===== src/hdl/i2c_byte_pkg.sv =====
package i2c_byte_pkg;

  // bus geometry
  localparam int ADDR_W = 18;
  localparam int DATA_W = 32;

  // register indices; byte address is four times the index
  localparam logic [15:0] IDX_ENABLE = 16'h4340;
  localparam logic [15:0] IDX_CTL    = 16'h4342;
  localparam logic [15:0] IDX_DAT    = 16'h4344;
  localparam logic [15:0] IDX_ICTL   = 16'h4346;

  // enable register
  localparam int EN_BIT     = 0;
  // bus_control_status fields
  localparam int CTL_START  = 0;
  localparam int CTL_STOP   = 1;
  localparam int CTL_NOISE  = 4;
  localparam int CTL_TRANSMIT_BUSY_FLAG  = 8;
  localparam int CTL_RECEIVE_BUSY_FLAG  = 9;
  // byte_data_and_command fields
  localparam int DAT_ACK    = 8;
  localparam int DAT_TXE    = 9;
  localparam int DAT_RXE    = 10;
  localparam int DAT_RECEIVE_READY_FLAG  = 11;
  // interrupt enable register
  localparam int ICTL_TIEN  = 0;
  localparam int ICTL_RIEN  = 1;

  // bit slots of one byte: 0..7 data, 8 acknowledge
  localparam logic [3:0] ACK_SLOT   = 4'h8;
  localparam logic [3:0] RX_D6_SLOT = 4'h1;
  localparam logic [7:0] BYTE_RST   = 8'h00;

  // synchroniser lanes
  localparam int SYN_TCLK = 0;
  localparam int SYN_SDA  = 1;
  localparam int SYN_SCL  = 2;
  localparam int SYN_W    = 3;

  typedef enum logic [2:0] {
    ST_IDLE,
    ST_START_LOW,
    ST_HOLD,
    ST_XFER,
    ST_STOP_LOW,
    ST_STOP_HIGH,
    ST_STOP_FREE
  } phase_t;

endpackage : i2c_byte_pkg


===== src/hdl/sync_if.sv =====
`timescale 1ns/1ps
interface sync_if #(
  parameter int W = 1
);
  logic [W-1:0] raw;
  logic [W-1:0] synced;

  modport src (output raw, input synced);
  modport dst (input raw, output synced);
endinterface : sync_if


===== src/hdl/i2c_byte_master.sv =====
// What this block does
// transmit-execute starts one byte, after any start or byte in progress ends
// loading shift register clears transmit-execute and raises transmit-empty cause
// transmit bits change at serial clock falling edge, MSB first
// nine clocks per byte; SDA released in ninth to read acknowledge
// acknowledge bit records 0 when slave pulls SDA low, else 1
// transmit busy set at byte start, cleared at end or wait
// software sends START and address with read direction before receiving
// receive-execute requests one byte; transmit wins when both set
// receive releases SDA and samples at rising edge, MSB first
// receive-execute clears itself while sampling data bit 6
// received byte loads data, sets ready; read clears; newer overwrites
// receive busy set at reception start, cleared at end or wait
// ninth clock of receive drives acknowledge bit: 0 ack, 1 nack
// stop request raises SDA while SCL high, freeing the bus
// stop waits for byte and acknowledge; stop request then self-clears
// no repeated start; software issues STOP before a new START
// nothing pending at byte end holds SCL low until new request
// software disables only when both busy flags read zero
// start request pulls SDA low while SCL high, then self-clears
// software puts address in upper bits, direction in bit 0
// interrupt pulse per cause only when its enable is set
// SDA and SCL are open drain: pull low or release
`timescale 1ns/1ps
module i2c_byte_master
  import i2c_byte_pkg::*;
(
  input  wire logic                            clk,         // 125 MHz system clock
  input  wire logic                            reset,       // synchronous, active high
  input  wire logic [i2c_byte_pkg::ADDR_W-1:0] address,     // byte address
  input  wire logic                            read,        // read request
  input  wire logic                            write,       // write request
  input  wire logic [i2c_byte_pkg::DATA_W-1:0] writedata,   // write data
  input  wire logic [3:0]                      byteenable,  // byte lanes
  output logic      [i2c_byte_pkg::DATA_W-1:0] readdata,    // read data
  output logic                                 waitrequest, // stall the master
  input  wire logic                            serial_clk,  // timer clock for SCL
  input  wire logic                            sda_in,      // SDA line level
  output logic                                 sda_out,     // SDA drive value
  output logic                                 sda_oe_n,    // low while pulling SDA
  input  wire logic                            scl_in,      // SCL line level
  output logic                                 scl_out,     // SCL drive value
  output logic                                 scl_oe_n,    // low while pulling SCL
  output logic                                 irq          // one-cycle request pulse
);
  import i2c_byte_pkg::*;

  ////////////////////////////////////////////////////////////////////////////
  // state

  typedef struct packed {
    logic        enable;
    logic        start_request;
    logic        stop_request;
    logic        noise_remove;
    logic        transmit_execute;
    logic        receive_execute;
    logic        acknowledge_bit;
    logic [7:0]  byte_field;
    logic        receive_ready_flag;
    logic        tx_empty_irq_enable;
    logic        rx_full_irq_enable;
    logic        transmit_busy_flag;
    logic        receive_busy_flag;
    phase_t      phase;
    logic [3:0]  slot;
    logic [7:0]  shifter;
    logic        receiving;
    logic        sda_low;
    logic        scl_low;
    logic        tclk_d;
    logic        bus_ack;
    logic [31:0] rdata;
    logic        irq;
  } state_t;

  state_t r;
  state_t n;

  ////////////////////////////////////////////////////////////////////////////
  // pin synchronisers

  // all three pins share one two-stage synchroniser
  sync_if #(.W(SYN_W)) pins ();

  assign pins.raw[SYN_TCLK] = serial_clk;
  assign pins.raw[SYN_SDA]  = sda_in;
  assign pins.raw[SYN_SCL]  = scl_in;

  sync_two_ff #(.W(SYN_W)) u_sync (
    .clk   (clk),
    .reset (reset),
    .lanes (pins)
  );

  logic tclk_s;
  logic sda_s;
  logic scl_s;
  logic tclk_rise;
  logic tclk_fall;

  assign tclk_s    = pins.synced[SYN_TCLK];
  assign sda_s     = pins.synced[SYN_SDA];
  assign scl_s     = pins.synced[SYN_SCL];
  // serial edges lag the pin by the synchroniser depth, two cycles
  assign tclk_rise = tclk_s & ~r.tclk_d;
  assign tclk_fall = ~tclk_s & r.tclk_d;

  ////////////////////////////////////////////////////////////////////////////
  // bus decode

  logic        req;
  logic        rd_sample;
  logic        wr_take;
  logic        hit_en;
  logic        hit_ctl;
  logic        hit_dat;
  logic        hit_ictl;
  logic [15:0] wmask;
  logic [15:0] wval;

  assign req       = read | write;
  // read side effects happen when the data is captured, so the cleared
  // flag always belongs to the value the master receives
  assign rd_sample = read & ~r.bus_ack;
  assign wr_take   = write & r.bus_ack;
  assign hit_en    = (address == {IDX_ENABLE, 2'b00});
  assign hit_ctl   = (address == {IDX_CTL, 2'b00});
  assign hit_dat   = (address == {IDX_DAT, 2'b00});
  assign hit_ictl  = (address == {IDX_ICTL, 2'b00});
  // only the low half carries register bits; lanes 2 and 3 are ignored
  assign wmask     = {{8{byteenable[1]}}, {8{byteenable[0]}}};
  assign wval      = writedata[15:0];

  function automatic logic merge(input logic old, input int pos,
                                 input logic [15:0] m, input logic [15:0] v);
    merge = m[pos] ? v[pos] : old;
  endfunction : merge

  ////////////////////////////////////////////////////////////////////////////
  // next state

  always_comb begin
    n        = r;
    n.irq    = 1'b0;
    n.tclk_d = tclk_s;

    // register reads
    n.bus_ack = req & ~r.bus_ack;
    if (rd_sample) begin
      n.rdata = '0;
      if (hit_en) begin
        n.rdata[EN_BIT] = r.enable;
      end else if (hit_ctl) begin
        n.rdata[CTL_START] = r.start_request;
        n.rdata[CTL_STOP]  = r.stop_request;
        n.rdata[CTL_NOISE] = r.noise_remove;
        n.rdata[CTL_TRANSMIT_BUSY_FLAG] = r.transmit_busy_flag;
        n.rdata[CTL_RECEIVE_BUSY_FLAG] = r.receive_busy_flag;
      end else if (hit_dat) begin
        n.rdata[7:0]       = r.byte_field;
        n.rdata[DAT_ACK]   = r.acknowledge_bit;
        n.rdata[DAT_TXE]   = r.transmit_execute;
        n.rdata[DAT_RXE]   = r.receive_execute;
        n.rdata[DAT_RECEIVE_READY_FLAG] = r.receive_ready_flag;
        n.receive_ready_flag = 1'b0;
      end else if (hit_ictl) begin
        n.rdata[ICTL_TIEN] = r.tx_empty_irq_enable;
        n.rdata[ICTL_RIEN] = r.rx_full_irq_enable;
      end else begin
        n.rdata = '0;
      end
    end

    // serial engine; hardware clears are overridden by a same-cycle write
    case (r.phase)
      ST_IDLE: begin
        n.sda_low = 1'b0;
        n.scl_low = 1'b0;
        // a start only from idle, so a repeated start cannot happen
        if (r.start_request && tclk_s && scl_s) begin
          n.sda_low       = 1'b1;
          n.start_request = 1'b0;
          n.phase         = ST_START_LOW;
        end
      end
      ST_START_LOW: begin
        if (tclk_fall) begin
          n.scl_low = 1'b1;
          n.phase   = ST_HOLD;
        end
      end
      ST_HOLD: begin
        // scl stays low until something is queued
        n.scl_low = 1'b1;
        if (r.transmit_execute) begin
          n.shifter            = r.byte_field;
          n.transmit_execute   = 1'b0;
          n.irq                = r.tx_empty_irq_enable;
          n.transmit_busy_flag = 1'b1;
          n.receiving          = 1'b0;
          n.slot               = '0;
          n.sda_low            = ~r.byte_field[7];
          n.phase              = ST_XFER;
        end else if (r.receive_execute) begin
          n.receive_busy_flag = 1'b1;
          n.receiving         = 1'b1;
          n.slot              = '0;
          // sda stays released so the slave can drive the first bit
          n.sda_low           = 1'b0;
          n.phase             = ST_XFER;
        end else if (r.stop_request) begin
          n.phase = ST_STOP_LOW;
        end
      end
      ST_XFER: begin
        if (tclk_rise) begin
          n.scl_low = 1'b0;
          // the ack slot of a receive is driven by us, never sampled
          if (r.receiving && r.slot != ACK_SLOT) begin
            n.shifter = {r.shifter[6:0], sda_s};
            if (r.slot == RX_D6_SLOT) begin
              n.receive_execute = 1'b0;
            end
          end else if (!r.receiving && r.slot == ACK_SLOT) begin
            n.acknowledge_bit = sda_s;
          end
        end else if (tclk_fall) begin
          n.scl_low = 1'b1;
          if (r.slot == ACK_SLOT) begin
            // byte and acknowledge done
            n.sda_low            = 1'b0;
            n.transmit_busy_flag = 1'b0;
            n.receive_busy_flag  = 1'b0;
            if (r.receiving) begin
              n.byte_field         = r.shifter;
              n.receive_ready_flag = 1'b1;
              n.irq                = r.rx_full_irq_enable;
            end
            n.phase = ST_HOLD;
          end else begin
            n.slot = r.slot + 4'h1;
            if (r.slot + 4'h1 == ACK_SLOT) begin
              // receive drives the ack, transmit lets the slave answer
              n.sda_low = r.receiving ? ~r.acknowledge_bit : 1'b0;
            end else if (!r.receiving) begin
              n.shifter = {r.shifter[6:0], 1'b0};
              n.sda_low = ~r.shifter[6];
            end
          end
        end
      end
      ST_STOP_LOW: begin
        // sda is pulled while scl is still low, so its later rise is the stop
        if (tclk_fall) begin
          n.sda_low = 1'b1;
          n.phase   = ST_STOP_HIGH;
        end
      end
      ST_STOP_HIGH: begin
        // scl goes first; sda follows half a serial period later
        if (tclk_rise) begin
          n.scl_low = 1'b0;
          n.phase   = ST_STOP_FREE;
        end
      end
      ST_STOP_FREE: begin
        // scl must really be high before sda rises
        if (tclk_fall && scl_s) begin
          n.sda_low      = 1'b0;
          n.stop_request = 1'b0;
          n.phase        = ST_IDLE;
        end
      end
      default: begin
        n.phase = ST_IDLE;
      end
    endcase

    // disabling mid-byte abandons it; only phase, pins, busy flags and irq are cleared
    if (!r.enable) begin
      n.phase              = ST_IDLE;
      n.sda_low            = 1'b0;
      n.scl_low            = 1'b0;
      n.transmit_busy_flag = 1'b0;
      n.receive_busy_flag  = 1'b0;
      n.irq                = 1'b0;
    end

    // register writes
    // reserved bits are dropped here and read back as zero
    if (wr_take) begin
      if (hit_en) begin
        n.enable = merge(r.enable, EN_BIT, wmask, wval);
      end else if (hit_ctl) begin
        n.start_request = merge(n.start_request, CTL_START, wmask, wval);
        n.stop_request  = merge(n.stop_request, CTL_STOP, wmask, wval);
        n.noise_remove  = merge(r.noise_remove, CTL_NOISE, wmask, wval);
      end else if (hit_dat) begin
        // a received byte landing this cycle beats the software write
        if (byteenable[0] && !(r.phase == ST_XFER && r.receiving && tclk_fall
                               && r.slot == ACK_SLOT)) begin
          n.byte_field = wval[7:0];
        end
        n.transmit_execute = merge(n.transmit_execute, DAT_TXE, wmask, wval);
        n.receive_execute  = merge(n.receive_execute, DAT_RXE, wmask, wval);
        // likewise the slave's answer beats a write to the ack bit
        if (!(r.phase == ST_XFER && !r.receiving && tclk_rise
              && r.slot == ACK_SLOT)) begin
          n.acknowledge_bit = merge(r.acknowledge_bit, DAT_ACK, wmask, wval);
        end
      end else if (hit_ictl) begin
        n.tx_empty_irq_enable = merge(r.tx_empty_irq_enable, ICTL_TIEN, wmask, wval);
        n.rx_full_irq_enable  = merge(r.rx_full_irq_enable, ICTL_RIEN, wmask, wval);
      end
    end
  end

  ////////////////////////////////////////////////////////////////////////////
  // state register

  always_ff @(posedge clk) begin
    if (reset) begin
      r            <= '0;
      r.phase      <= ST_IDLE;
      r.byte_field <= BYTE_RST;
    end else begin
      r <= n;
    end
  end

  ////////////////////////////////////////////////////////////////////////////
  // outputs

  assign readdata    = r.rdata;
  // one wait state per access, as the read data come from a register
  assign waitrequest = req & ~r.bus_ack;
  assign irq         = r.irq;
  // the pins only ever pull low; the high level comes from the pull-ups
  assign sda_out     = 1'b0;
  assign scl_out     = 1'b0;
  assign sda_oe_n    = ~r.sda_low;
  assign scl_oe_n    = ~r.scl_low;

endmodule : i2c_byte_master


===== src/hdl/sync_two_ff.sv =====
`timescale 1ns/1ps
module sync_two_ff #(
  parameter int W = 1
) (
  input wire logic clk,     // system clock
  input wire logic reset,   // synchronous, active high
  sync_if.dst      lanes    // raw in, synced out
);
  typedef struct packed {
    logic [W-1:0] s1;
    logic [W-1:0] s2;
  } sync_state_t;

  sync_state_t r;
  sync_state_t n;

  // first stage feeds only the second stage
  always_comb begin
    n    = r;
    n.s1 = lanes.raw;
    n.s2 = r.s1;
  end

  always_ff @(posedge clk) begin
    if (reset) begin
      r <= '0;
    end else begin
      r <= n;
    end
  end

  assign lanes.synced = r.s2;
endmodule : sync_two_ff


===== config.mk =====
export PLATFORM = sky130hd
export DESIGN_NAME = i2c_byte_master
export DESIGN_NICKNAME = d
export VERILOG_FILES = /design/src/hdl/i2c_byte_pkg.sv /design/src/hdl/sync_if.sv /design/src/hdl/i2c_byte_master.sv /design/src/hdl/sync_two_ff.sv
export SDC_FILE = /design/constraint.sdc
export NUM_CORES = 1
export LEC_CHECK = 0
export BUFFER_PORTS_ARGS = -buffer_cell sky130_fd_sc_hd__buf_2
export CAP_MARGIN = 20
export CORE_ASPECT_RATIO = 1.5
export CORE_MARGIN = 2
export CORE_UTILIZATION = 56
export DETAILED_ROUTE_END_ITERATION = 8
export GPL_ROUTABILITY_DRIVEN = 0
export HOLD_SLACK_MARGIN = 0.03
export PLACE_DENSITY_LB_ADDON = 0.25
export RECOVER_POWER = 25
export SYNTH_ARGS = -nofsm -noshare
export SYNTH_HDL_FRONTEND = slang
export SYNTH_SLANG_ARGS = --single-unit

===== constraint.sdc =====
create_clock -name clk -period 3.9 [get_ports clk]
set_clock_uncertainty 0.05 [all_clocks]
set_input_delay 0.585 -clock clk [delete_from_list [all_inputs] [get_ports clk]]
set_output_delay 0.585 -clock clk [all_outputs]
set_load 0.005 [all_outputs]

### Word-level counts from Yosys, hierarchy flattened

Cells that the tools add are included.

| cells by class | value |
|---|---|
| add/subtract/negate cells | 1 |
| eq/ne operators | 35 |
| multiplexer cells | 87 |
| bitwise logic cells | 18 |
| reductions and logical operators | 31 |

Operators by type and width:

| cell | count |
|---|---|
| $eq A18 B17 Y1 const B | 4 |
| $mux W8 | 6 |
| $mux W9 | 5 |
| $mux W1 | 40 |
| $mux W11 | 3 |
| $mux W31 | 1 |
| $mux W14 | 2 |
| $mux W3 | 9 |
| $mux W12 | 2 |
| $pmux W12 S2 | 1 |
| $ne A2 B2 Y1 const B | 11 |
| $pmux W3 S7 | 1 |
| $mux W2 | 9 |
| $ne A3 B3 Y1 const B | 6 |
| $mux W17 | 1 |
| $reduce_and A7 Y1 | 2 |
| $logic_and A1 B1 Y1 | 12 |
| $not A1 Y1 | 12 |
| $reduce_and A6 Y1 | 2 |
| $pmux W1 S5 | 2 |
| $reduce_and A5 Y1 | 2 |
| $reduce_bool A5 Y1 | 2 |
| $eq A3 B3 Y1 const B | 3 |
| $reduce_and A9 Y1 | 1 |
| 23 further kinds | 33 |

| storage, ports and cells | value |
|---|---|
| bits in registers | 79 |
| bits of input ports | 61 |
| output and inout port bits | 38 |
| logic and storage cells | 197 |

### Depth between registers and ports, before layout

Gate-level depths: netlist of the first run.

| logic depth | value |
|---|---|
| depth in word-level cells | 15 |
| gate-level depth with buffers | 8 |
| depth with buffers taken out | 7 |

### Cells and area by module

A second synthesis of the first run with hierarchy kept.

| second synthesis, totals | value |
|---|---|
| cells, all modules | 400 |
| area, all modules | 3367.0 um^2 |

Modules (own cells, without submodules):

| module | instances | cells each | area an instance (um^2) | sequential area each (um^2) |
|---|---|---|---|---|
| i2c_byte_master | 1 | 388 | 3209.3 | 1061.0 |
| sync_two_ff | 1 | 12 | 157.7 | 120.1 |

### Least setup slack after synthesis of the first run

Ideal clock, no wire load.

| timing path | value |
|---|---|
| path type | input to register |
| start point | input port address[0] (netlist name) |
| end point | register r[69] (netlist name) |
| library setup time | 0.128 ns |
| arrival time | 2.201 ns |
| data required time | 3.722 ns |
| slack | 1.522 ns |
| stages | 5 |
| buffers on the path | 0 |
| cell sequence | or4_4 > or4_4 > nor3_4 > mux2i_1 > nor2_1 |

| on the way | value |
|---|---|
| longest elaborated chain between the ends | 3 |
| elaborated cells between the ends (all ways) | 4 |
| classes of those cells | eq/ne: 2; bitwise: 1; reduce/logical: 1 |

Ends and longest elaborated chain:

| what | RTL line | source |
|---|---|---|
| start: declaration | i2c_byte_master.sv:30 | `input wire logic [i2c_byte_pkg::ADDR_W-1:0] address,` |
| $eq A18 B17 Y1 | i2c_byte_master.sv:127 | `assign hit_en = (address == {IDX_ENABLE, 2'b00});` |
| $not A1 Y1 (no source line) | -- |  |
| $reduce_and A4 Y1 (no source line) * | -- |  |
| end signal: assignment | i2c_byte_master.sv:328 | `r <= n;` |
| end: declaration | i2c_byte_master.sv:77 | `state_t r;` |

Mark *: on every way between the ends. The rest lies on a longest branch, timed or not.
A chain may end at the register's enable or synchronous reset.

### Worst setup path after layout of the first run

| timing path | value |
|---|---|
| start point | input port reset |
| end point | register r[52] (netlist name) |

| on the way | value |
|---|---|
| longest elaborated chain between the ends | 1 |

Ends and longest elaborated chain:

| what | RTL line | source |
|---|---|---|
| start: declaration | i2c_byte_master.sv:29 | `input wire logic reset,` |
| $reduce_or A2 Y1 (no source line) | -- |  |

No other way between the ends.

==> key figures, run 1 <==
Logic synthesis
  • Gate Count Post-Synth: between 300 and 400
  • Post-Syn Area: ~3300 µm²
  • Synth top area share: 0.3624
  • Yosys reg bits: between 50 and 60
  • Leading post-synthesis cells by cell area: dfxtp_1 36%, buf_4 7.8%, mux2i_1 7.4%
  • Yosys warnings: 0
  • Number of distinct library cells after synthesis: between 50 and 60
  • Synth Area per Inst: 8.444 µm²
  • Synth area leader: dfxtp_1
  • Top FF cell, synth: dfxtp_1
  • Register area share after synthesis: 0.3624
  • Post-synth ARST share: 0
  • EDFF count, synth: 0

Timing
  • Slew margin rel.: -0.3850
  • F_max: 368.1 MHz
  • Fin. Hold Viols: 0
  • Setup total negative slack: 0 ns
  • Final setup viols: 0
  • Slew @ Worst Pin: just over 2 ns
  • Final worst-path cycle share: 0.6965
  • Max-slew violations: slightly below 50
  • Post-layout min period: about 2.7 ns
  • RSZ-0062 raised after global routing: false

Final layout
  • Layout cells sized above 1: 0.1816
  • Design Area, Final: 3541 µm²
  • N_diodes: 0
  • Most frequent cells in the layout: 59 x dfxtp_1, 49 x buf_2, 37 x nor2_1
  • Synth-to-layout area growth: 8.637%
  • # nets final: between 400 and 500
  • Commonest non-fill, non-tap cell in the layout: dfxtp_1

Setup path
  • Startpoint Class: primary input
  • R2r setup slk: roughly 1.3 ns
  • Crit path kind: in2reg
  • Worst Path Arrival: a little under 3 ns
  • Data required, critical path: between 4 and 5 ns
  • RR Startpoint: r[52]
  • Worst setup path start: reset
  • Critical R2R Capture: r[51]
  • Crit. End Element: register
  • R2R cell count: 5
  • Crit-path max FO: 48

Worst hold path
  • Hold WC Path Type: reg2reg
  • Hold Path Stages: 1
  • Hold Crit Start: u_sync.n[1]
  • Hold EP: u_sync.lanes.synced[1]

CTS
  • Clock buffer depth: 2
  • Post-cts resize count: 0
  • Hold-fix buffers, CTS: 0
  • H-tree Lvls: 3
  • CTS buffer count: 9
  • CTS sink count: between 50 and 60
  • Clock Pin Slew Worst Setup and Hold Paths: roughly 0.060 ns
  • Clock Latency Late Sink: roughly 0.34 ns
  • Post-CTS Setup Bufs: 0
  • CTS Root Cell: clkbuf_8
  • CTS tree: done

Placement
  • Port bufs: 53
  • Final HPWL DP: between 5000 and 6000 µm
  • Area after DPL: approximately 3400 µm²

Drt
  • Pre-antenna DRT Iters: 4
  • DRC viols: 0
  • Via density per instance: just under 6
  • DRT Wirelength: approximately 7700 µm
  • Iter 0 DRT Violations: roughly 220
  • Vias: 2922
  • Post-detailed-route count of antenna-violating nets: 0
  • DR WL/cell: 15.43 µm

Pwr
  • Combinational Power Share: 0.056
  • Pwr Total: 1.156 mW
  • Clock share of power: 0.415
  • Flop pwr share: 0.529
  • P_int: approximately 0.87 mW
  • Pwr/cell area: approximately 330 nW/µm²
  • Psw: between 0.2 and 0.3 mW
  • Maximum vdd ir drop: around 0.28 mV
  • Leakage: roughly 1.4 nW
  • Switching share of power: 0.2451

Global routing
  • Largest net degree at the start of global routing: 49
  • First-pass GRT wire length: between 10000 and 15000 µm
  • Number of global-route vias before repair: about 2700
  • Gr ovfl total: 0
  • Initial antenna violation count: 0
  • Tot GR Track Use: 0.2548

Floorplan
  • Area of the core: around 5700 µm²
  • # IOs: between 90 and 100
  • Initial core utilization: 0.5718
  • Die Span Y: slightly below 100 µm
  • Row Count: 34
  • Die X: 66.29 µm
  • Die footprint: about 6500 µm²

Job
  • Max-Cap Viols: 1

Run status
  • Failing checks: max-capacitance violations, max-slew violations
  • Run status: complete, but fails checks
[layer usage]
layer / share of wire / GRT usage
met3: 0.051 / 0.05678
met4: 0.049 / 0.1586
met1: 0.39 / 0.2961
met5: 0 / 0
met2: 0.51 / 0.4123
[kinds of logic after synthesis]
| logic type | count (synthesis) | synth area share |
|---|---|---|
| buf+inv | 67 | 0.1175 |
| fa+ha+maj | 5 | 0.01919 |
| mux | 26 | 0.08407 |
| other cells | 1 | 0.001151 |
| compound gates | 90 | 0.1816 |
| simple gates | 138 | 0.2342 |
| flops | 59 | 0.3624 |
[cell usage after synthesis, types with 3 or more instances]
cell       n
ha_1       5
nor2_1    37
nand2_1   23
o21ai_0    4
a21oi_1   34
a211oi_1  10
clkbuf_1  14
dfxtp_1   59
nor3_1     6
a311oi_1   9
nand2b_1   8
nand4_1    5
nor2b_1   12
o21ai_1    5
or4_4      3
a31oi_1    6
buf_2      3
buf_1      3
mux2i_1   24
buf_4     34
nand3_1   20
inv_1     13
nand3b_1   5
[stage by stage]
stage          hold WS, ns  cells    util  worst slack [ns]
6_report            0.3864    496  0.6212             1.184
5_1_grt             0.4031    496  0.6212            0.8891
4_1_cts             0.3892    494  0.6201             1.332
3_5_place_dp        0.3734    479  0.5907             1.214
3_3_place_gp        0.3657    479  0.5907             1.231
2_1_floorplan       0.3638    407       -             1.522
[worst max-delay path: stages]
cell	delay [ns]
clkbuf_1	0.09
clkbuf_1	1.48
nor2b_1	0.35
nand2_1	0.18
a21o_1	0.10
o31ai_1	0.06
[worst max path at each step]
stage,endpoint,cells after the start,slack [ns]
2_1_floorplan,r[69],5,1.52
3_3_place_gp,r[61],6,1.23
3_5_place_dp,r[63],6,1.21
4_1_cts,r[51],5,1.33
5_1_grt,r[52],6,0.89
6_report,r[52],6,1.18
[power by group through the flow]
| stage | sequential [mW] | combinational [mW] | clock [mW] |
|---|---|---|---|
| 6_report | 0.611 | 0.0653 | 0.479 |
| 3_5_place_dp | 0.625 | 0.0656 | 0 |
| 4_1_cts | 0.611 | 0.0657 | 0.489 |
| 5_1_grt | 0.612 | 0.0737 | 0.518 |
| 3_3_place_gp | 0.625 | 0.0644 | 0 |
| 2_1_floorplan | 0.624 | 0.0520 | 0 |
[flip-flops by register name (all words and copies together), names as in the netlist]
name	flops
irq	1
r	40
u_sync.lanes.synced	3
u_sync.n	3
readdata	12
[area by class of cell]
class,instances,area (µm²)
Tap cell,72,90.09
Multi-Input combinational cell,281,1774
Clock buffer,10,137.6
Sequential cell,59,1181
Fill cell,534,2160
Clock inverter,5,30.03
Inverter,13,48.80
Timing Repair Buffer,56,279.0
No activity file was read; power rests on OpenSTA's default activity.
==> run 2, diff against run 1 <==
- CORE_UTILIZATION: 56 -> 52
- clock period: 3.9 -> 2.5 ns (I/O delays scaled with it)
==> run 2 against run 1 <==
  * The run now ends clean
  * Via count is 0.17% higher
  * Power grew 67%
  * Global-route usage down 1.4 points
  * Utilization is 2.4 points lower
  * First-iteration DRC count decreased by 21%
  * Critical path depth increased by 1
  * Count of clock-buffer cells in the layout grew 2
  * Hold slack got worse by 0.19 ns
  * Routed wire length is 2.6% higher
  * Cell count increased by 2.4%
  * Non-clock buffer count grew 9
  * Critical path type is now reg2reg
==> key figures, run 2 (synthesis results as in run 1) <==
Timing
  • Max-slew violations: 0 (was 49)
  • Setup total negative slack: 0 ns (unchanged)
  • Slew @ Worst Pin: 1.089 ns (was 2.078 ns)
  • F_max: ~440 MHz
  • Fin. Hold Viols: 0 (unchanged)
  • Final worst-path cycle share: 0.9015
  • RSZ-0062 raised after global routing: false (unchanged)
  • Post-layout min period: approximately 2.3 ns
  • Slew margin rel.: 0.2740 (was -0.3850)
  • Final setup viols: 0 (unchanged)

Global routing
  • Gr ovfl total: 0 (unchanged)
  • Initial antenna violation count: 0 (unchanged)
  • Number of global-route vias before repair: 2682 (was 2676)
  • Largest net degree at the start of global routing: 30 (was 49)
  • Tot GR Track Use: 0.2408 (was 0.2548)
  • First-pass GRT wire length: 12520 µm (was 12560 µm)

CTS
  • Clock Latency Late Sink: 0.35 ns (was 0.34 ns)
  • Clock Pin Slew Worst Setup and Hold Paths: 0.06 ns (about the same)
  • CTS Root Cell: clkbuf_8 (unchanged)
  • H-tree Lvls: 3 (unchanged)
  • Post-cts resize count: 0 (unchanged)
  • CTS sink count: 59 (unchanged)
  • Clock buffer depth: 2 (unchanged)
  • CTS buffer count: 9 (unchanged)
  • Post-CTS Setup Bufs: 0 (unchanged)
  • Hold-fix buffers, CTS: 0 (unchanged)
  • CTS tree: done (unchanged)

Final layout
  • Largest register FFs: 40 (unchanged)
  • Layout cells sized above 1: 0.1866 (was 0.1816)
  • Finished Layout Cells: 508 (was 496)
  • Most flops, register: r (unchanged)
  • Most frequent cells in the layout: 59 x dfxtp_1, 44 x buf_2, 37 x nor2_1 (was 59 x dfxtp_1, 49 x buf_2, 37 x nor2_1)
  • Finished Core Util: 0.5969 (was 0.6212)
  • # nets final: 495 (was 486)
  • N_diodes: 0 (unchanged)
  • Fillers: 568 (was 534)
  • Commonest non-fill, non-tap cell in the layout: dfxtp_1 (unchanged)
  • Synth-to-layout area growth: 11.48% (was 8.637%)

Setup path
  • Crit. End Element: register (unchanged)
  • Crit path kind: reg2reg (was in2reg)
  • Worst Path Arrival: 2.45 ns (was 2.89 ns)
  • Crit-path max FO: 9 (was 48)
  • Data required, critical path: 2.70 ns (was 4.07 ns)
  • Startpoint Class: register (was primary input)

Floorplan
  • Die footprint: 6930 µm² (was 6459 µm²)
  • Row Count: 35 (was 34)
  • Initial core utilization: 0.5355 (was 0.5718)
  • Die X: 68.64 µm (was 66.29 µm)
  • # IOs: 99 (unchanged)
  • Die Span Y: 101.0 µm (was 97.44 µm)
  • Area of the core: 6087 µm² (was 5700 µm²)

Drt
  • Iter 0 DRT Violations: 173 (was 219)
  • Pre-antenna DRT Iters: 4 (unchanged)
  • Post-detailed-route count of antenna-violating nets: 0 (unchanged)
  • DR WL met3: 341 µm (was 391 µm)
  • DR WL/cell: 15.46 µm (was 15.43 µm)
  • DR top layer: met4 (unchanged)
  • DRC viols: 0 (unchanged)
  • Via density per instance: 5.762 (was 5.891)
  • Vias: 2927 (was 2922)
  • Met2 Wirelength: 4078 µm (was 3918 µm)
  • DRT met1 WL: 3204 µm (was 2972 µm)
  • DRT Wirelength: 7853 µm (was 7654 µm)

Pwr
  • Switching share of power: 0.2359 (was 0.2451)
  • Pwr/cell area: 531.0 nW/µm² (was 326.5 nW/µm²)
  • Psw: 0.4551 mW (was 0.2834 mW)
  • Leakage: 1.406 nW (was 1.371 nW)
  • P_int: 1.474 mW (was 0.8728 mW)
  • Clock share of power: 0.452 (was 0.415)
  • Pwr Total: 1.929 mW (was 1.156 mW)
  • Flop pwr share: 0.494 (was 0.529)
  • Maximum vdd ir drop: 0.3763 mV (was 0.2822 mV)
  • Combinational Power Share: 0.054 (was 0.056)

Placement
  • Final HPWL DP: 5772 µm (was 5499 µm)
  • Placed Cells: 492 (was 479)
  • Port bufs: 53 (unchanged)

Run status
  • Run status: completed (was complete, but fails checks)

Worst hold path
  • Hold WC Path Type: in2reg (was reg2reg)

Job
  • Max-Cap Viols: 0 (was 1)
## run 2: changes by cell type in the layout (fill, tap and decap cells not counted), sizes merged
| cell | before | now |
|---|---|---|
| clkbuf | 15 | 21 |
| buf | 51 | 56 |
| bufinv | 0 | 1 |
| clkinv | 3 | 1 |
## run 2: power by group through the flow
stage               clock network (mW)  registers, mW  logic (mW)
finish                           0.872          0.954       0.104
global route                     0.925          0.954       0.117
CTS                              0.881          0.954       0.105
detailed placement                   0          0.975       0.104
global placement                     0          0.975       0.103
floorplan                            0          0.973      0.0811
## run 2: worst paths after layout
check | slack (ns) | startpoint | cells past startpoint | to
setup / recovery | 0.25 | u_sync.lanes.synced[0] | 7 | r[52]
hold / removal | 0.20 | sda_in | 2 | u_sync.n[1]
setup reg to reg | 0.25 | u_sync.lanes.synced[0] | 7 | r[52]
hold reg to reg | 0.40 | u_sync.n[0] | 1 | u_sync.lanes.synced[0]
## run 2: critical path: stages, from the launching register on
cell and delay (ns):
dfxtp_1 0.35, inv_1 0.08, ha_1 0.34, nor2b_1 0.21, a2111oi_0 0.11, a2111oi_1 0.54
o21ai_1 0.23, o31ai_1 0.25
## run 2: layout make-up
class | instances | area (µm²) | area share
clock buffer | 12 | 145.1 | 0.03994
clock inverter | 4 | 50.05 | 0.01377
inverter | 13 | 48.80 | 0.01343
multi-input combinational | 281 | 1774 | 0.4883
sequential | 59 | 1181 | 0.3251
tap | 74 | 92.59 | 0.02548
timing repair buffer | 65 | 341.6 | 0.09401
## run 2: metrics by stage
stage                     hold slack, ns  setup WS [ns]  instance area [µm²]
after floorplan                   0.3638         0.3318                 3338
after global placement            0.3684         0.1130                 3452
after detailed placement          0.3842         0.1100                 3452
after CTS                         0.1932         0.2791                 3647
after global routing              0.2055        0.01475                 3633
final                             0.1951         0.2463                 3633
## run 2: layer usage
layer | GRT usage | vias to the layer above
li1 | - | 1420
met1 | 0.2886 | 1408
met2 | 0.3935 | 80
met3 | 0.06034 | 19
met4 | 0.1108 | 0
met5 | 0 | -
==> run 3, diff against run 2 <==
- ABC_AREA: unset -> 1
==> run 3 against run 2 <==
  * Synthesized area is 4.8% higher
  * Design area up 2.6%
  * Global-route usage shrank 1.8 points
  * Worst setup slack improved by 0.22 ns
  * Sequential cell count stayed put
  * Utilization decreased by 1.8 points
  * Die area rose by 4.6%
  * Power is 5.3% lower
  * Critical path type unchanged
  * Largest cell class unchanged
==> key figures, run 3 <==
Run status
  • Run status: completed (unchanged)

Drt
  • Post-detailed-route count of antenna-violating nets: 0 (unchanged)
  • Pre-antenna DRT Iters: 5 (was 4)
  • Via density per instance: 4.845 (was 5.762)
  • DRT Wirelength: 7494 µm (was 7853 µm)
  • Iter 0 DRT Violations: 155 (was 173)
  • DRC viols: 0 (unchanged)
  • Vias: 3198 (was 2927)
  • DR WL/cell: 11.35 µm (was 15.46 µm)

Setup path
  • Startpoint Class: register (unchanged)
  • Critical-path cell list: inv_1 -> ha_1 -> inv_1 -> nand2_1 -> nor2_1 -> inv_1 -> o211ai_2 -> nand2_1 -> nand2_1 -> nor2_1 (was inv_1 -> ha_1 -> nor2b_1 -> a2111oi_0 -> a2111oi_1 -> o21ai_1 -> o31ai_1)
  • Crit path kind: reg2reg (unchanged)
  • Crit-path max FO: 16 (was 9)
  • Data required, critical path: 2.69 ns (was 2.70 ns)
  • Worst Path Arrival: 2.22 ns (was 2.45 ns)
  • Crit. End Element: register (unchanged)
  • Slowest-stage cell, CP: o211ai_2 (was a2111oi_1)
  • R2R cell count: 10 (was 7)
  • CP peak stage delay: 0.55 ns (was 0.54 ns)

Logic synthesis
  • Most frequent cell after synthesis: nand2_1 (was dfxtp_1)
  • Synth Area per Inst: 6.361 µm² (was 8.444 µm²)
  • Post-Syn Area: 3416 µm² (was 3259 µm²)
  • Register area share after synthesis: 0.3458 (was 0.3624)
  • Mux share of post-synthesis cell area: 0 (was 0.08407)
  • Yosys reg bits: 59 (unchanged)
  • Leading post-synthesis cells by cell area: dfxtp_1 35%, nand2_1 14%, nor2_1 10% (was dfxtp_1 36%, buf_4 7.8%, mux2i_1 7.4%)
  • Top FF cell, synth: dfxtp_1 (unchanged)
  • Synth top area share: 0.3458 (was 0.3624)
  • Post-Synth Simple-Gate Area: 0.3432 (was 0.2342)
  • Number of distinct library cells after synthesis: 32 (was 57)
  • Synth Area in XOR/XNOR: 0 (unchanged)
  • Largest family of logic cells by synthesized area: simple AND/OR/NAND/NOR gates (unchanged)
  • Synth area leader: dfxtp_1 (unchanged)
  • Top cells by count, synth: 130 x nand2_1, 92 x nor2_1, 69 x inv_1, 59 x dfxtp_1, 37 x o21ai_0 (was 59 x dfxtp_1, 37 x nor2_1, 34 x a21oi_1, 34 x buf_4, 24 x mux2i_1)
  • Yosys warnings: 0 (unchanged)
  • Synth Area in Compound Gates: 0.1220 (was 0.1816)
  • Gate Count Post-Synth: 537 (was 386)
  • EDFF count, synth: 0 (unchanged)
  • Post-synth ARST share: 0 (unchanged)
  • Adder-Cell Fraction of Synth Area: 0.01832 (was 0.01919)

Final layout
  • Commonest non-fill, non-tap cell in the layout: nand2_1 (was dfxtp_1)
  • Synth-to-layout area growth: 9.121% (was 11.48%)
  • # nets final: 645 (was 495)
  • Layout cells sized above 1: 0.1421 (was 0.1866)
  • Most frequent cells in the layout: 130 x nand2_1, 92 x nor2_1, 69 x inv_1 (was 59 x dfxtp_1, 44 x buf_2, 37 x nor2_1)
  • N_diodes: 0 (unchanged)
  • Largest register FFs: 40 (unchanged)
  • Most flops, register: r (unchanged)
  • Fillers: 666 (was 568)

Floorplan
  • Area of the core: 6441 µm² (was 6087 µm²)
  • Die X: 70.18 µm (was 68.64 µm)
  • Die Span Y: 103.3 µm (was 101.0 µm)
  • # IOs: 99 (unchanged)
  • Initial core utilization: 0.5303 (was 0.5355)
  • Row Count: 36 (was 35)
  • Die footprint: 7247 µm² (was 6930 µm²)

Job
  • Max-Cap Viols: 0 (unchanged)

Global routing
  • Initial antenna violation count: 0 (unchanged)
  • First-pass GRT wire length: 12730 µm (was 12520 µm)
  • Tot GR Track Use: 0.2233 (was 0.2408)
  • Number of global-route vias before repair: 2858 (was 2682)
  • Gr ovfl total: 0 (unchanged)
  • Largest net degree at the start of global routing: 28 (was 30)

Timing
  • Final worst-path cycle share: 0.8119 (was 0.9015)
  • RSZ-0062 raised after global routing: false (unchanged)
  • Final setup viols: 0 (unchanged)
  • Slew @ Worst Pin: 1.273 ns (was 1.089 ns)
  • Setup total negative slack: 0 ns (unchanged)
  • Max-slew violations: 0 (unchanged)
  • Fin. Hold Viols: 0 (unchanged)
  • Slew margin rel.: 0.1514 (was 0.2740)
  • Post-layout min period: 2.030 ns (was 2.254 ns)
  • F_max: 492.7 MHz (was 443.7 MHz)

CTS
  • H-tree Lvls: 3 (unchanged)
  • CTS sink count: 59 (unchanged)
  • CTS buffer count: 9 (unchanged)
  • Post-cts resize count: 0 (unchanged)
  • CTS Root Cell: clkbuf_8 (unchanged)
  • Clock Latency Late Sink: 0.35 ns (about the same)
  • Hold-fix buffers, CTS: 0 (unchanged)
  • Clock buffer depth: 2 (unchanged)
  • Post-CTS Setup Bufs: 0 (unchanged)
  • Clock Pin Slew Worst Setup and Hold Paths: 0.07 ns (was 0.06 ns)
  • CTS tree: done (unchanged)

Placement
  • Final HPWL DP: 5802 µm (was 5772 µm)
  • Port bufs: 53 (unchanged)

Pwr
  • Maximum vdd ir drop: 0.4107 mV (was 0.3763 mV)
  • Pwr Total: 1.826 mW (was 1.929 mW)
  • Leakage: 1.745 nW (was 1.406 nW)
  • Pwr/cell area: 490.0 nW/µm² (was 531.0 nW/µm²)

Worst hold path
  • Hold WC Path Type: in2reg (unchanged)
  • Hold Path Stages: 3 (was 2)
[run 3: changes by cell type in the layout (fill, tap and decap cells not counted), sizes merged, moves of 12 or more]
| cell | previous run | this run |
|---|---|---|
| inv | 13 | 72 |
| mux2i | 24 | 0 |
| nand2 | 23 | 133 |
| nor2 | 38 | 99 |
| nor2b | 12 | 0 |
| o21ai | 9 | 41 |
[run 3: worst paths after layout]
kind / startpoint / endpoint / slack (ns)
max: r[34] / r[38] / 0.47
max reg2reg: r[34] / r[38] / 0.47
min: sda_in / u_sync.n[1] / 0.18
min reg2reg: u_sync.n[2] / u_sync.lanes.synced[2] / 0.35
[run 3: final cells by class]
class	instances	area [µm²]	share of cell area
well taps	76	95.09	0.02551
flip-flops and latches	59	1181	0.3169
inverters	72	270.3	0.07251
repair buffers	54	266.5	0.07150
multi-input cells	383	1734	0.4653
clock inverters	5	38.79	0.01041
clock buffers	11	141.4	0.03793
[run 3: kinds of logic after synthesis]
family	Yosys count
AND/OR/NAND/NOR	277
buffers and inverters	116
AO/OA/AOI/OAI	79
flip-flops	59
adder cells (fa/ha/maj)	5
other	1
[run 3: critical path: cells and delay by family (launching register included)]
| kind | cells | cell delay [ns] |
|---|---|---|
| flip-flops | 1 | 0.33 |
| adder cells (fa/ha/maj) | 1 | 0.27 |
| AO/OA/AOI/OAI | 1 | 0.55 |
| AND/OR/NAND/NOR | 5 | 0.43 |
| buffers and inverters | 3 | 0.29 |
[run 3: per-stage QoR]
stage	utilization	hold slack (ns)	setup WS, ns	instance area, µm²	cells
5_1_grt	0.5787	0.1762	0.2772	3727	660
2_1_floorplan	-	0.3383	0.8478	3495	558
4_1_cts	0.5796	0.1590	0.4642	3734	660
3_3_place_gp	0.5517	0.3392	0.5200	3553	644
6_report	0.5787	0.1773	0.4703	3727	660
3_5_place_dp	0.5517	0.3443	0.4748	3553	644
[run 3: per-layer routing]
metal,part of all wire,GRT usage
met5,0,0
met1,0.41,0.2444
met2,0.50,0.4066
met3,0.056,0.05620
met4,0.025,0.1036
[run 3: where the power goes]
group | internal (mW) | switching [mW] | leakage (nW) | total [mW]
sequential | 0.946 | 0.00308 | 0.477 | 0.949
combinational | 0.0348 | 0.0632 | 1.19 | 0.0979
clock | 0.387 | 0.392 | 0.0778 | 0.779
